[src/ctp_pkg.sv]
// Purpose: shared constants and types for the compact timer block
// Assumes: 32-bit classic wishbone, word-aligned registers
// Notes: offsets are byte addresses
package ctp_pkg;
	localparam logic [7:0] CTP_OFF_CTRL0 = 8'h00;
	localparam logic [7:0] CTP_OFF_CTRL1 = 8'h04;
	localparam logic [7:0] CTP_OFF_CNT_LO = 8'h08;
	localparam logic [7:0] CTP_OFF_CNT_HI = 8'h0c;
	localparam logic [7:0] CTP_OFF_CMPA_LO = 8'h10;
	localparam logic [7:0] CTP_OFF_CMPA_HI = 8'h14;
	localparam logic [7:0] CTP_OFF_ROUTE_A = 8'h18;
	localparam logic [7:0] CTP_OFF_ROUTE_B = 8'h1c;
	localparam logic [7:0] CTP_OFF_STATUS = 8'h20;
	localparam logic [7:0] CTP_ROUTE_A_MASK = 8'hf3;
	localparam logic [7:0] CTP_ROUTE_B_MASK = 8'h33;
	localparam logic [7:0] CTP_ROUTE_A_RST = 8'h91;
	localparam logic [7:0] CTP_ROUTE_B_RST = 8'h11;
	localparam logic [7:0] CTP_CTRL_RST = 8'h00;
	localparam int CTP_CNT_W = 10;
	localparam int CTP_POS_PAUSE = 7;
	localparam int CTP_POS_ON = 3;
	localparam int CTP_POS_CCLR = 0;
	localparam int CTP_POS_DPX = 1;
	localparam int CTP_POS_POL = 2;
	localparam int CTP_POS_OC = 3;
	localparam logic [1:0] CTP_MODE_CMP = 2'h0;
	localparam logic [1:0] CTP_MODE_UNDEF = 2'h1;
	localparam logic [1:0] CTP_MODE_PWM = 2'h2;
	localparam logic [1:0] CTP_MODE_TMR = 2'h3;
	localparam logic [2:0] CTP_CK_SYS4 = 3'h0;
	localparam logic [2:0] CTP_CK_SYS = 3'h1;
	localparam logic [2:0] CTP_CK_H16 = 3'h2;
	localparam logic [2:0] CTP_CK_H64 = 3'h3;
	localparam logic [2:0] CTP_CK_TBC = 3'h4;
	localparam logic [2:0] CTP_CK_RES = 3'h5;
	localparam logic [2:0] CTP_CK_PIN_R = 3'h6;
	localparam logic [2:0] CTP_CK_PIN_F = 3'h7;
	localparam logic [5:0] CTP_PRESC_MAX = 6'h3f;
	typedef enum logic [1:0] {
		CTP_BUS_IDLE = 2'b00,
		CTP_BUS_ACK = 2'b01
	} ctp_bus_e;
endpackage

[src/ctp_tick_if.sv]
// Purpose: carries counter advance tick and match events between modules
// Assumes: one clock domain
// Notes: none
`timescale 1ns/10ps
interface ctp_tick_if;
	logic tick;
	logic match_a;
	logic match_p;
	logic overflow;
	modport src (output tick);
	modport dst (input tick);
	modport ev_src (output match_a, output match_p, output overflow);
	modport ev_dst (input match_a, input match_p, input overflow);
endinterface

[src/ctp_top.sv]
// Purpose: compact timer with pin routing and buffered byte access
// Assumes: classic wishbone slave, 32-bit data, low byte lane used
// Notes: enhanced and standard timer outputs only routed, not generated
// Operation
// - select bit one routes pin to timer, zero keeps shared function
// - route a bits 7..4 select enhanced a and b2,b1,b0 outputs
// - route a bits 1,0 select compact out1,out0 pins
// - route b bits 5,4 compact2 outs; bits 1,0 standard outs
// - unimplemented route bits ignore writes, read zero
// - counter and compare split; low byte via shared buffer
// - compare low write only loads the buffer
// - compare high write stores high and copies buffer to low
// - high byte read returns high, captures low into buffer
// - low byte read returns the buffer
// - 10-bit up-counter advanced by internal clock or pin
// - period compares top three bits; compare a all ten
// - software only clears the counter via on bit rising
// - counter clears on overflow or comparator match
// - three modes: compare output, timer/counter, pwm
// - second output is same or inverse of first
// - on rising clears counter, falling holds value
// - period in 128-clock steps, zero gives 1024
// - mode 00 compare, 01 undefined, 10 pwm, 11 timer
//
// Added by the designer: the Wishbone interface to the registers and the register addresses.
`timescale 1ns/10ps
module ctp_top
	import ctp_pkg::*;
(
	input wire logic CLK,
	input wire logic RST,
	input wire logic CYC_I,
	input wire logic STB_I,
	input wire logic WE_I,
	input wire logic [7:0] ADR_I,
	input wire logic [3:0] SEL_I,
	input wire logic [31:0] DAT_I,
	output logic [31:0] DAT_O,
	output logic ACK_O,
	output logic ERR_O,
	input wire logic FH_TICK,
	input wire logic TBC_TICK,
	input wire logic TIMER_EXT_CLOCK_PIN,
	input wire logic [1:0] COMPACT2_OUT,
	input wire logic [1:0] STD_OUT,
	input wire logic ENH_A_OUT,
	input wire logic [2:0] ENH_B_OUT,
	input wire logic [11:0] SHARED_FN,
	output logic [11:0] PIN_OUT,
	output logic [11:0] PIN_SEL,
	output logic MATCH_A_EVT,
	output logic MATCH_P_EVT
);
	logic [7:0] ctrl0_reg, ctrl0_next;
	logic [7:0] ctrl1_reg, ctrl1_next;
	logic [7:0] route_a_reg, route_a_next;
	logic [7:0] route_b_reg, route_b_next;
	logic [7:0] buf_reg, buf_next;
	logic [7:0] cmpa_lo_reg, cmpa_lo_next;
	logic [1:0] cmpa_hi_reg, cmpa_hi_next;
	logic [7:0] evt_reg, evt_next;
	logic out_reg, out_next;
	logic on_d_reg, on_d_next;
	logic ext_s1_reg, ext_s2_reg;
	logic [31:0] dat_reg, dat_next;
	logic ack_reg, ack_next;
	logic err_reg, err_next;
	logic ma_reg, mp_reg;
	ctp_bus_e bus_reg, bus_next;
	logic req, wr, rd, lane0, hit;
	logic on_rise, on_bit, pause;
	logic [1:0] mode;
	logic [9:0] count;
	logic [11:0] fn_out;
	ctp_tick_if tk ();

	function automatic logic is_mapped(input logic [7:0] a);
		return (a == CTP_OFF_CTRL0) || (a == CTP_OFF_CTRL1) ||
			(a == CTP_OFF_CNT_LO) || (a == CTP_OFF_CNT_HI) ||
			(a == CTP_OFF_CMPA_LO) || (a == CTP_OFF_CMPA_HI) ||
			(a == CTP_OFF_ROUTE_A) || (a == CTP_OFF_ROUTE_B) ||
			(a == CTP_OFF_STATUS);
	endfunction

	assign on_bit = ctrl0_reg[CTP_POS_ON];
	assign pause = ctrl0_reg[CTP_POS_PAUSE];
	assign mode = ctrl1_reg[7:6];
	assign on_rise = on_bit && !on_d_reg;

	ctp_clk_sel u_clk (
		.clk(CLK),
		.rst(RST),
		.sel(ctrl0_reg[6:4]),
		.fh_tick(FH_TICK),
		.tbc_tick(TBC_TICK),
		.ext_sync(ext_s2_reg),
		.tk(tk.src)
	);

	ctp_counter #(.CNT_W(CTP_CNT_W)) u_cnt (
		.clk(CLK),
		.rst(RST),
		.on(on_bit),
		.on_rise(on_rise),
		.pause(pause),
		.cclr(ctrl1_reg[CTP_POS_CCLR]),
		.period(ctrl0_reg[2:0]),
		.cmp_a({cmpa_hi_reg, cmpa_lo_reg}),
		.count(count),
		.tk(tk.dst),
		.ev(tk.ev_src)
	);

	// bus request decode; single-cycle ack, registered one clock after the request
	always_comb begin
		req = CYC_I && STB_I && (bus_reg == CTP_BUS_IDLE);
		hit = is_mapped(ADR_I);
		lane0 = SEL_I[0];
		wr = req && hit && WE_I && lane0;
		rd = req && hit && !WE_I;
		bus_next = req ? CTP_BUS_ACK : CTP_BUS_IDLE;
		ack_next = req && hit;
		err_next = req && !hit;
		dat_next = 32'h0;
		ctrl0_next = ctrl0_reg;
		ctrl1_next = ctrl1_reg;
		route_a_next = route_a_reg;
		route_b_next = route_b_reg;
		buf_next = buf_reg;
		cmpa_lo_next = cmpa_lo_reg;
		cmpa_hi_next = cmpa_hi_reg;
		if (wr) begin
			unique case (ADR_I)
				CTP_OFF_CTRL0: ctrl0_next = DAT_I[7:0];
				CTP_OFF_CTRL1: ctrl1_next = DAT_I[7:0];
				CTP_OFF_CMPA_LO: buf_next = DAT_I[7:0];
				CTP_OFF_CMPA_HI: begin
					cmpa_hi_next = DAT_I[1:0];
					cmpa_lo_next = buf_reg;
				end
				CTP_OFF_ROUTE_A:
					route_a_next = DAT_I[7:0] & CTP_ROUTE_A_MASK;
				CTP_OFF_ROUTE_B:
					route_b_next = DAT_I[7:0] & CTP_ROUTE_B_MASK;
				default: ;
			endcase
		end
		if (rd) begin
			unique case (ADR_I)
				CTP_OFF_CTRL0: dat_next[7:0] = ctrl0_reg;
				CTP_OFF_CTRL1: dat_next[7:0] = ctrl1_reg;
				CTP_OFF_CNT_LO, CTP_OFF_CMPA_LO:
					dat_next[7:0] = buf_reg;
				CTP_OFF_CNT_HI: begin
					dat_next[1:0] = count[9:8];
					buf_next = count[7:0];
				end
				CTP_OFF_CMPA_HI: begin
					dat_next[1:0] = cmpa_hi_reg;
					buf_next = cmpa_lo_reg;
				end
				CTP_OFF_ROUTE_A: dat_next[7:0] = route_a_reg;
				CTP_OFF_ROUTE_B: dat_next[7:0] = route_b_reg;
				CTP_OFF_STATUS: dat_next[7:0] = evt_reg;
				default: ;
			endcase
		end
	end

	// sticky events; a new event wins over the read-clear
	always_comb begin
		evt_next = evt_reg;
		if (rd && ADR_I == CTP_OFF_STATUS)
			evt_next = 8'h00;
		if (tk.match_a)
			evt_next[0] = 1'b1;
		if (tk.match_p)
			evt_next[1] = 1'b1;
		if (tk.overflow)
			evt_next[2] = 1'b1;
	end

	// output stage per mode
	always_comb begin
		on_d_next = on_bit;
		out_next = out_reg;
		unique case (mode)
			CTP_MODE_CMP: begin
				if (on_rise)
					out_next = ctrl1_reg[CTP_POS_OC];
				else if (tk.match_a) begin
					unique case (ctrl1_reg[5:4])
						2'h0: out_next = out_reg;
						2'h1: out_next = 1'b0;
						2'h2: out_next = 1'b1;
						2'h3: out_next = !out_reg;
					endcase
				end
			end
			CTP_MODE_PWM: begin
				unique case (ctrl1_reg[5:4])
					2'h0: out_next = !ctrl1_reg[CTP_POS_OC];
					2'h1: out_next = ctrl1_reg[CTP_POS_OC];
					2'h2: out_next = (count < {cmpa_hi_reg, cmpa_lo_reg}) ?
						ctrl1_reg[CTP_POS_OC] : !ctrl1_reg[CTP_POS_OC];
					2'h3: out_next = out_reg;
				endcase
			end
			CTP_MODE_UNDEF, CTP_MODE_TMR: out_next = out_reg;
		endcase
	end

	always_ff @(posedge CLK or posedge RST) begin
		if (RST) begin
			ctrl0_reg <= CTP_CTRL_RST;
			ctrl1_reg <= CTP_CTRL_RST;
			route_a_reg <= CTP_ROUTE_A_RST;
			route_b_reg <= CTP_ROUTE_B_RST;
			buf_reg <= 8'h00;
			cmpa_lo_reg <= 8'h00;
			cmpa_hi_reg <= 2'h0;
			evt_reg <= 8'h00;
			out_reg <= 1'b0;
			on_d_reg <= 1'b0;
			ext_s1_reg <= 1'b0;
			ext_s2_reg <= 1'b0;
			dat_reg <= 32'h0;
			ack_reg <= 1'b0;
			err_reg <= 1'b0;
			ma_reg <= 1'b0;
			mp_reg <= 1'b0;
			bus_reg <= CTP_BUS_IDLE;
		end else begin
			ctrl0_reg <= ctrl0_next;
			ctrl1_reg <= ctrl1_next;
			route_a_reg <= route_a_next;
			route_b_reg <= route_b_next;
			buf_reg <= buf_next;
			cmpa_lo_reg <= cmpa_lo_next;
			cmpa_hi_reg <= cmpa_hi_next;
			evt_reg <= evt_next;
			out_reg <= out_next;
			on_d_reg <= on_d_next;
			ext_s1_reg <= TIMER_EXT_CLOCK_PIN;
			ext_s2_reg <= ext_s1_reg;
			dat_reg <= dat_next;
			ack_reg <= ack_next;
			err_reg <= err_next;
			ma_reg <= tk.match_a;
			mp_reg <= tk.match_p;
			bus_reg <= bus_next;
		end
	end

	// pin order: 0 cmp0,1 cmp1,2 enh_b0,3 enh_b1,4 enh_b2,5 enh_a,
	// 6 std0,7 std1,8 c2_0,9 c2_1,10..11 spare
	always_comb begin
		fn_out[0] = out_reg;
		fn_out[1] = ctrl1_reg[CTP_POS_DPX] ? !out_reg : out_reg;
		fn_out[4:2] = ENH_B_OUT;
		fn_out[5] = ENH_A_OUT;
		fn_out[7:6] = STD_OUT;
		fn_out[9:8] = COMPACT2_OUT;
		fn_out[11:10] = 2'h0;
		PIN_SEL[1:0] = route_a_reg[1:0];
		PIN_SEL[4:2] = route_a_reg[6:4];
		PIN_SEL[5] = route_a_reg[7];
		PIN_SEL[7:6] = route_b_reg[1:0];
		PIN_SEL[9:8] = route_b_reg[5:4];
		PIN_SEL[11:10] = 2'h0;
	end

	genvar gi;
	generate
		for (gi = 0; gi < 12; gi++) begin : g_pin
			assign PIN_OUT[gi] = PIN_SEL[gi] ? fn_out[gi] :
				SHARED_FN[gi];
		end
	endgenerate

	assign DAT_O = dat_reg;
	assign ACK_O = ack_reg;
	assign ERR_O = err_reg;
	assign MATCH_A_EVT = ma_reg;
	assign MATCH_P_EVT = mp_reg;
endmodule // ctp_top

[src/ctp_clk_sel.sv]
// Purpose: timer clock source selection into a single-cycle tick
// Assumes: ext pin already synchronised, fh and ftbc ticks are enables
// Notes: reserved code never ticks
`timescale 1ns/10ps
module ctp_clk_sel
	import ctp_pkg::*;
(
	input wire logic clk,
	input wire logic rst,
	input wire logic [2:0] sel,
	input wire logic fh_tick,
	input wire logic tbc_tick,
	input wire logic ext_sync,
	ctp_tick_if.src tk
);
	logic [5:0] presc_reg, presc_next;
	logic [5:0] hdiv_reg, hdiv_next;
	logic ext_reg, ext_next;
	logic tick_c;

	always_comb begin
		presc_next = presc_reg + 6'h01;
		hdiv_next = fh_tick ? hdiv_reg + 6'h01 : hdiv_reg;
		ext_next = ext_sync;
		unique case (sel)
			CTP_CK_SYS4: tick_c = (presc_reg[1:0] == 2'h3);
			CTP_CK_SYS: tick_c = 1'b1;
			CTP_CK_H16: tick_c = fh_tick && (hdiv_reg[3:0] == 4'hf);
			CTP_CK_H64: tick_c = fh_tick && (hdiv_reg == CTP_PRESC_MAX);
			CTP_CK_TBC: tick_c = tbc_tick;
			CTP_CK_RES: tick_c = 1'b0;
			CTP_CK_PIN_R: tick_c = ext_sync && !ext_reg;
			CTP_CK_PIN_F: tick_c = !ext_sync && ext_reg;
		endcase
	end

	always_ff @(posedge clk or posedge rst) begin
		if (rst) begin
			presc_reg <= 6'h00;
			hdiv_reg <= 6'h00;
			ext_reg <= 1'b0;
		end else begin
			presc_reg <= presc_next;
			hdiv_reg <= hdiv_next;
			ext_reg <= ext_next;
		end
	end

	assign tk.tick = tick_c;
endmodule // ctp_clk_sel

[src/ctp_counter.sv]
// Purpose: 10-bit up-counter with period and compare-a comparators
// Assumes: tick is a one-cycle enable
// Notes: counter cannot be loaded, only cleared
`timescale 1ns/10ps
module ctp_counter
	import ctp_pkg::*;
#(
	parameter int CNT_W = CTP_CNT_W
)(
	input wire logic clk,
	input wire logic rst,
	input wire logic on,
	input wire logic on_rise,
	input wire logic pause,
	input wire logic cclr,
	input wire logic [2:0] period,
	input wire logic [CNT_W-1:0] cmp_a,
	output logic [CNT_W-1:0] count,
	ctp_tick_if.dst tk,
	ctp_tick_if.ev_src ev
);
	logic [CNT_W-1:0] cnt_reg, cnt_next, cnt_inc;
	logic adv, m_a, m_p, ovf;

	// period compare needs three top bits above a low field
	if (CNT_W < 4) begin : g_bad_width
		$error("counter width too small");
	end

	always_comb begin
		adv = on && !pause && tk.tick;
		cnt_inc = cnt_reg + 1'b1;
		// period zero compares as full wrap; matching the count about to
		// be reached keeps a period at whole 128-clock steps
		m_p = adv && (period != 3'h0) &&
			(cnt_inc[CNT_W-1 -: 3] == period) &&
			(cnt_inc[CNT_W-4:0] == '0);
		m_a = adv && (cnt_reg == cmp_a);
		ovf = adv && (&cnt_reg);
		cnt_next = cnt_reg;
		if (on_rise)
			cnt_next = '0;
		else if (adv) begin
			if (ovf || (cclr ? m_a : m_p))
				cnt_next = '0;
			else
				cnt_next = cnt_inc;
		end
	end

	always_ff @(posedge clk or posedge rst) begin
		if (rst)
			cnt_reg <= '0;
		else
			cnt_reg <= cnt_next;
	end

	assign count = cnt_reg;
	assign ev.match_a = m_a;
	assign ev.match_p = m_p;
	assign ev.overflow = ovf;
endmodule // ctp_counter

[config.mk]
export PLATFORM = sky130hd
export DESIGN_NAME = ctp_top
export DESIGN_NICKNAME = d
export VERILOG_FILES = /design/src/ctp_pkg.sv /design/src/ctp_tick_if.sv /design/src/ctp_top.sv /design/src/ctp_clk_sel.sv /design/src/ctp_counter.sv
export SDC_FILE = /design/constraint.sdc
export NUM_CORES = 1
export LEC_CHECK = 0
export ABC_CLOCK_PERIOD_IN_PS = 6940
export BUFFER_PORTS_ARGS = -buffer_cell sky130_fd_sc_hd__buf_2
export CORE_MARGIN = 4
export CORE_UTILIZATION = 57
export DETAILED_ROUTE_END_ITERATION = 16
export GPL_TIMING_DRIVEN = 0
export PLACE_DENSITY_LB_ADDON = 0.15
export SLEW_MARGIN = 10
export SYNTH_ARGS = -nofsm -noshare
export SYNTH_HDL_FRONTEND = slang
export SYNTH_SLANG_ARGS = --single-unit
export TNS_END_PERCENT = 100
[constraint.sdc]
create_clock -name CLK -period 6.94 [get_ports CLK]
set_input_delay 0.347 -clock CLK [delete_from_list [all_inputs] [get_ports CLK]]
set_output_delay 0.347 -clock CLK [all_outputs]
set_load 0.005 [all_outputs]
==> results of run 1 <==
cell usage after synthesis (2+ instances only):
master and instances:
sky130_fd_sc_hd__nand4_1 9, sky130_fd_sc_hd__nand2_1 30, sky130_fd_sc_hd__inv_1 19, sky130_fd_sc_hd__nor2b_1 11
sky130_fd_sc_hd__nand3_1 8, sky130_fd_sc_hd__and4_1 3, sky130_fd_sc_hd__buf_2 9, sky130_fd_sc_hd__o22ai_1 10
sky130_fd_sc_hd__ha_1 18, sky130_fd_sc_hd__nand2b_1 3, sky130_fd_sc_hd__a31oi_1 5, sky130_fd_sc_hd__buf_4 29
sky130_fd_sc_hd__dfrtp_1 78, sky130_fd_sc_hd__a22oi_1 15, sky130_fd_sc_hd__a211oi_1 2, sky130_fd_sc_hd__xnor2_1 10
sky130_fd_sc_hd__nor4_1 3, sky130_fd_sc_hd__clkbuf_1 8, sky130_fd_sc_hd__o2bb2ai_1 2, sky130_fd_sc_hd__nor3_1 8
sky130_fd_sc_hd__mux2i_1 8, sky130_fd_sc_hd__nand3b_1 2, sky130_fd_sc_hd__mux2_2 47, sky130_fd_sc_hd__a21boi_0 2
sky130_fd_sc_hd__a22o_1 5, sky130_fd_sc_hd__dfstp_2 5, sky130_fd_sc_hd__a21oi_1 16, sky130_fd_sc_hd__o21ai_0 11
sky130_fd_sc_hd__xor2_1 5, sky130_fd_sc_hd__and2_1 2, sky130_fd_sc_hd__a222oi_1 5, sky130_fd_sc_hd__o211ai_1 7
sky130_fd_sc_hd__a211o_1 3, sky130_fd_sc_hd__and3_1 4, sky130_fd_sc_hd__nor2_1 20, sky130_fd_sc_hd__a32oi_1 2
sky130_fd_sc_hd__and4b_1 2
worst max-delay path by stage:
stage / slack, ns / endpoint
after floorplan: 4.46 / ACK_O
after global placement: 3.56 / ERR_O
after detailed placement: 4.20 / route_a_reg[5]
after CTS: 4.46 / evt_reg[1]
after global routing: 4.26 / evt_reg[1]
final: 4.44 / evt_reg[1]
power groups by stage:
stage / clock network [mW] / logic [mW] / registers, mW
5_1_grt: 0.383 / 0.102 / 0.524
3_3_place_gp: 0 / 0.0816 / 0.529
4_1_cts: 0.363 / 0.0879 / 0.520
6_report: 0.355 / 0.0873 / 0.520
3_5_place_dp: 0 / 0.0869 / 0.530
2_1_floorplan: 0 / 0.0573 / 0.526
layout make-up:
type                       instances  area (um^2)  area share (%)
buffer                            47          304            5.48
clock buffer                      10          138            2.48
clock inverter                     6         63.8            1.15
inverter                          19         73.8            1.33
multi-input combinational        321         2340            42.2
sequential                        83         2080            37.6
tap                              102          128            2.30
timing repair buffer              77          413            7.45
per-stage QoR:
step / instances / setup WS (ns)
after global routing: 665 / 4.26
after detailed placement: 648 / 4.20
after CTS: 665 / 4.46
after global placement: 647 / 3.56
final: 665 / 4.44
after floorplan: 470 / 4.46
worst max-delay path, stage by stage, from the launching register on:
cell	delay, ns
sky130_fd_sc_hd__dfrtp_1	0.53
sky130_fd_sc_hd__ha_1	0.34
sky130_fd_sc_hd__and3_1	0.18
sky130_fd_sc_hd__clkbuf_1	0.28
sky130_fd_sc_hd__nand2_1	0.15
sky130_fd_sc_hd__a2bb2oi_1	0.16
sky130_fd_sc_hd__o22a_1	0.27
sky130_fd_sc_hd__or2_2	0.36
sky130_fd_sc_hd__o2bb2ai_1	0.14
cell families (layout without fill, tap and decap cells):
logic type                 after synthesis  after routing
buffers and inverters                   66            159
AOI/OAI and AO/OA                       92             92
xor gates and xnor gates                15             15
and+or+nand+nor                        115            115
other                                    1             26
adders and majority gates               18             18
muxes                                   55             55
DFF                                     83             83
layout by cell type (no fill, tap or decap), drive strengths merged, types with 10 or more instances in the layout:
master / instances
a21oi: 16
clkbuf: 18
nor2b: 11
a22oi: 15
ha: 18
conb: 26
buf: 115
nor2: 20
o21ai: 12
dfrtp: 78
mux2: 47
o22ai: 10
xnor2: 10
inv: 20
nand2: 30
routing by layer:
metal / vias up / global-route usage (%) / routed length [um]
met1: 1869 / 33.0 / 4690
met3: 27 / 4.74 / 1140
met2: 201 / 37.8 / 5230
li1: 1800 / - / -
met5: - / 0 / 0
met4: 0 / 8.61 / 283
==> run_results.csv, run 1 <==
group,metric,value,unit
worst_setup_path,timing.setup.critical_path_class,"reg2reg",
logic_synthesis,synth_largest_type_area_fraction,41.5,%
status,outcome,"finished, final reports clean",
floorplan,core_area,7890,um^2
detailed_routing,remaining_drc_errors,0,
clock_network,clock_sink_count,83,
logic_synthesis,avgSynthCellArea,10.6,um^2
worst_setup_path,timing.rr.end,"evt_reg[1]",
global_route,wire_length_of_the_first_global_routing_pass,18800,um
clock_network,tritoncts_clock_tree,"yes",
logic_synthesis,synth.ff_latch_count,83,
global_route,global_route.overflow_total,0,
sta,grt_setup_unrepaired,"no",
global_route,global_route.usage.total,24.0,%
logic_synthesis,yosys_warnings,0,
global_route,first_global_vias,3744,
logic_synthesis,synth.area.mux_share,12.9,%
clock_network,holdBufCountCts,1,
logic_synthesis,post_synth_adder_cell_area,4.78,%
cells_and_area,post-route-cell-area,5550,um^2
clock_network,cts-root-buf,"sky130_fd_sc_hd__clkbuf_8",
logic_synthesis,post_synth_edffs,0,
sta,fin_skew,0.0143,ns
detailed_routing,num_vias,3897,
floorplan,die_h,98.9,um
worst_hold_path,worst_hold_path.endpoint,"ext_s1_reg",
clock_network,cts.clk_slew.worst_paths,0.08,ns
floorplan,die_area,9780,um^2
sta,final-hold-violation-count,0,
logic_synthesis,synth_sequential_area_ratio,44.3,%
worst_setup_path,cp-startpoint,"u_cnt.count[1]",
logic_synthesis,synth_top_family_by_area,"compound AO/OA/AOI/OAI gates",
global_route,grt_antenna_before_repair,0,
worst_setup_path,setup.worst_path.start_class,"flop",
logic_synthesis,post_synthesis_compound_gate_area_fraction,13.6,%
sta,max_fclk,401,MHz
logic_synthesis,synth.largest_area_cell,"sky130_fd_sc_hd__dfrtp_1",
floorplan,pin_count,132,
detailed_routing,initialDrtViolationCount,319,
logic_synthesis,synth.lib_cells_used.distinct,56,
detailed_routing,wl,11300,um
detailed_routing,final_antenna_net_count,0,
floorplan,floorplan.initialDensity,59.7,%
sta,layout_min_cycle_time,2.50,ns
sta,total_count_of_max_transition_violations_in_the_final_report,0,
clock_network,clock_latency,0.36,ns
clock_network,ctsHtreeMaxLevel,3,
placed_design,finalWeightedCongestion,0.977,
sta,setup_viol_count_final,0,
cells_and_area,fill_cells,587,
cells_and_area,layout.nets,648,
logic_synthesis,netlist_instances,445,
cells_and_area,postLayoutCoreUtil,70.3,%
worst_setup_path,critical_path.reg2reg.startpoint,"u_cnt.count[1]",
cells_and_area,area_delta_synth_final,17.8,%
sta,timing.slew.headroom,25.6,%
power_and_ir_drop,p_sw,237,uW
power_and_ir_drop,combinational_group_share_of_total_power,9.1,%
clock_network,cts_post_setup_buffers_inserted,0,
run,maxCapViolCount,0,
clock_network,post_cts_resized,0,
cells_and_area,fraction_of_layout_instances_using_a_drive_strength_above_1,33.9,%
detailed_routing,drt_first_pass_iters,6,
power_and_ir_drop,peakVddDrop,0.150,mV
power_and_ir_drop,share_clk_of_total_power,36.9,%
power_and_ir_drop,sw_frac_of_total,24.7,%
sta,final.setup.tns,0,ns
power_and_ir_drop,internal-power,725,uW
worst_hold_path,hp-start,"TIMER_EXT_CLOCK_PIN",
detailed_routing,detail_route.vias_per_cell,5.86,
cells_and_area,largest_reg_flops,10,
worst_setup_path,r2r_cells,8,
logic_synthesis,synth_xor_xnor_area_share,2.79,%
worst_setup_path,worst-r2r-setup-slack,4.44,ns
power_and_ir_drop,power,963,uW
worst_setup_path,setup_crit_end_kind,"flop",
cells_and_area,num_antenna_cells,0,
logic_synthesis,synth_simple_gate_area_share,13.5,%
power_and_ir_drop,sequential_share_of_power,54.0,%
placed_design,placed_cell_area,5330,um^2
worst_hold_path,hold_path_depth,1,
power_and_ir_drop,p_leak,2.71,nW
placed_design,place_hpwl,8340,um
detailed_routing,wl_per_cell,17.1,um
clock_network,cts_buffer_depth,2,
worst_setup_path,critical_path_required,7.21,ns
global_route,largest_net_degree_at_the_start_of_global_routing,68,
sta,finalHoldWorstSlack,0.0977,ns
floorplan,horiz_die_dim,98.9,um
worst_setup_path,critical_path_peak_fanout,9,
logic_synthesis,synth_flop_type,"sky130_fd_sc_hd__dfrtp_1",
power_and_ir_drop,pwr_density_cell,174,nW/um^2
clock_network,tritoncts.num_buffers,9,
sta,worst-slew-pin-transition,1.11,ns
floorplan,floorplan.rows,32,
logic_synthesis,synth_area_leaders,"sky130_fd_sc_hd__dfrtp_1 (41%), sky130_fd_sc_hd__mux2_2 (11%), sky130_fd_sc_hd__ha_1 (4.8%), sky130_fd_sc_hd__buf_4 (4.6%), sky130_fd_sc_hd__dfstp_2 (2.8%)",
logic_synthesis,fraction_of_synthesis_flops_using_an_asynchronous_set_or_reset_pin,100,%
worst_hold_path,timing.hold.worst.class,"in2reg",
worst_setup_path,timing.critical_path.arrival,2.77,ns
logic_synthesis,syn_area,4710,um^2
sta,finalCritPeriodShare,36.0,%
placed_design,port_buffers,75,
No activity file was read; power rests on OpenSTA's default activity.
==> run 2: changes to the inputs <==
ABC_CLOCK_PERIOD_IN_PS = 2340   (was 6940)
CORE_UTILIZATION = 53   (was 57)
clock period = 2.34 ns   (was 6.94 ns; I/O delays follow)
==> run_results.csv, run 2 (synthesized netlist as in run 1, its figures left out) <==
group,metric,value,unit
placed_design,port_buffers,75,
floorplan,core_area,8680,um^2
global_route,wire_length_of_the_first_global_routing_pass,17900,um
detailed_routing,wl,11300,um
cells_and_area,footprint_of_the_multi_input_gates,2380,um^2
global_route,global_route.overflow_total,0,
detailed_routing,wl_per_cell,16.9,um
cells_and_area,largest_reg_flops,10,
worst_setup_path,critical_path_peak_fanout,9,
placed_design,finalWeightedCongestion,0.880,
worst_hold_path,hp-start,"DAT_I[2]",
placed_design,placed_cell_area,5340,um^2
power_and_ir_drop,p_leak,2.70,nW
sta,grt_setup_unrepaired,"no",
power_and_ir_drop,pwr_density_cell,489,nW/um^2
clock_network,tritoncts_clock_tree,"yes",
worst_setup_path,timing.critical_path.arrival,2.45,ns
worst_setup_path,r2r_cells,7,
detailed_routing,detail_route.vias_per_cell,5.70,
clock_network,clock_latency,0.36,ns
worst_hold_path,timing.hold.worst.class,"in2reg",
floorplan,floorplan.initialDensity,54.2,%
clock_network,cts_buffer_depth,2,
worst_setup_path,critical_path_required,2.57,ns
clock_network,cts.clk_slew.worst_paths,0.08,ns
worst_setup_path,cp_num_cells,7,
worst_setup_path,critical_path.reg2reg.startpoint,"ctrl0_reg[5]",
cells_and_area,fill_cells,736,
sta,total_count_of_max_transition_violations_in_the_final_report,0,
worst_setup_path,worstPathCellList,"nor4bb_2, a211o_1, a32oi_4, and3b_1, buf_2, o21ai_2, o211ai_1",
sta,worst-slew-pin-transition,1.06,ns
cells_and_area,area_delta_synth_final,18.6,%
clock_network,cts-root-buf,"sky130_fd_sc_hd__clkbuf_8",
worst_setup_path,cp-startpoint,"ctrl0_reg[5]",
sta,final.setup.tns,0,ns
cells_and_area,sequential_cell_area,2090,um^2
power_and_ir_drop,peakVddDrop,0.397,mV
sta,layout_min_cycle_time,2.22,ns
sta,fin_skew,0.0117,ns
cells_and_area,layout_commonest_cell,"sky130_fd_sc_hd__buf_2",
sta,finalHoldWorstSlack,0.0172,ns
detailed_routing,remaining_drc_errors,0,
cells_and_area,num_antenna_cells,0,
worst_hold_path,hold_path_depth,2,
sta,fin_ws,0.122,ns
placed_design,post_placement_worst_setup_slack,-0.155,ns
floorplan,pin_count,132,
cells_and_area,layout.nets,650,
cells_and_area,final-instance-count-excl-fill,672,
sta,timing.slew.headroom,28.4,%
floorplan,floorplan.rows,34,
global_route,largest_net_degree_at_the_start_of_global_routing,67,
worst_setup_path,setup.worst_path.start_class,"flop",
status,outcome,"finished, final reports clean",
clock_network,ctsHtreeMaxLevel,3,
cells_and_area,postLayoutCoreUtil,64.3,%
cells_and_area,fraction_of_layout_instances_using_a_drive_strength_above_1,34.8,%
cells_and_area,most_frequent_cells_in_the_layout,"sky130_fd_sc_hd__buf_2 (84), sky130_fd_sc_hd__dfrtp_1 (75), sky130_fd_sc_hd__mux2_2 (47)",
floorplan,horiz_die_dim,102,um
floorplan,die_h,102,um
sta,finalCritPeriodShare,94.8,%
clock_network,tritoncts.num_buffers,9,
worst_setup_path,critPathMaxStageDelay,0.47,ns
sta,max_fclk,451,MHz
placed_design,dp_cell_count,654,
sta,final-hold-violation-count,0,
global_route,first_global_vias,3517,
clock_network,clock_sink_count,83,
clock_network,cts_post_setup_buffers_inserted,0,
floorplan,die_area,10500,um^2
global_route,global_route.usage.total,22.3,%
worst_setup_path,critical_path.n_buffers_inverters,1,
cells_and_area,post-route-cell-area,5580,um^2
worst_setup_path,worst-r2r-setup-slack,0.12,ns
detailed_routing,final_antenna_net_count,0,
worst_setup_path,cpLargestDelayFamily,"compound AO/OA/AOI/OAI gates",
detailed_routing,initialDrtViolationCount,193,
worst_setup_path,slowest_stage,"sky130_fd_sc_hd__dfrtp_1",
power_and_ir_drop,power,2.73,mW
run,maxCapViolCount,0,
global_route,grt_antenna_before_repair,0,
sta,setup_viol_count_final,0,
placed_design,place_hpwl,8340,um
worst_setup_path,setup_crit_end_kind,"flop",
worst_setup_path,timing.setup.critical_path_class,"reg2reg",
detailed_routing,drt_first_pass_iters,5,
detailed_routing,num_vias,3830,
-- run 2: path summary, 6_finish.rpt --
path / end
max: u_cnt.count[8]
min: ctrl0_reg[2]
max reg2reg: u_cnt.count[8]
min reg2reg: ext_s2_reg
max in group asynchronous: route_b_reg[0]
min in group asynchronous: u_cnt.count[9]
-- run 2: worst register-to-register path: stages, from the launching register on --
cell,delay [ns]
sky130_fd_sc_hd__dfrtp_1,0.47
sky130_fd_sc_hd__nor4bb_2,0.21
sky130_fd_sc_hd__a211o_1,0.32
sky130_fd_sc_hd__a32oi_4,0.40
sky130_fd_sc_hd__and3b_1,0.22
sky130_fd_sc_hd__buf_2,0.18
sky130_fd_sc_hd__o21ai_2,0.13
sky130_fd_sc_hd__o211ai_1,0.15
-- run 2: report_power, final --
| part | switching (mW) | internal (mW) |
|---|---|---|
| registers | 0.0511 | 1.49 |
| logic | 0.126 | 0.140 |
| clock network | 0.507 | 0.413 |
| total | 0.684 | 2.05 |
-- run 2: timing repair --
item	4_1_cts	5_1_grt
hold buffers	4	0
gates cloned	0	0
resized for setup	4	6
endpoints found under the hold margin	20	0
endpoints found under the setup margin	12	7
-- run 2: layout make-up --
type | instances | share of cell area [%]
multi-input cells | 321 | 42.5
flip-flops and latches | 83 | 37.4
repair buffers | 80 | 7.93
plain buffers | 46 | 5.38
clock buffers | 12 | 2.60
well taps | 108 | 2.42
inverters | 19 | 1.32
clock inverters | 3 | 0.426
-- run 2: routing by layer --
metal | GRT usage, % | share of wire [%]
met4 | 7.87 | 1.8
met2 | 35.3 | 46
met1 | 30.7 | 43
met5 | 0 | 0
met3 | 4.23 | 8.9
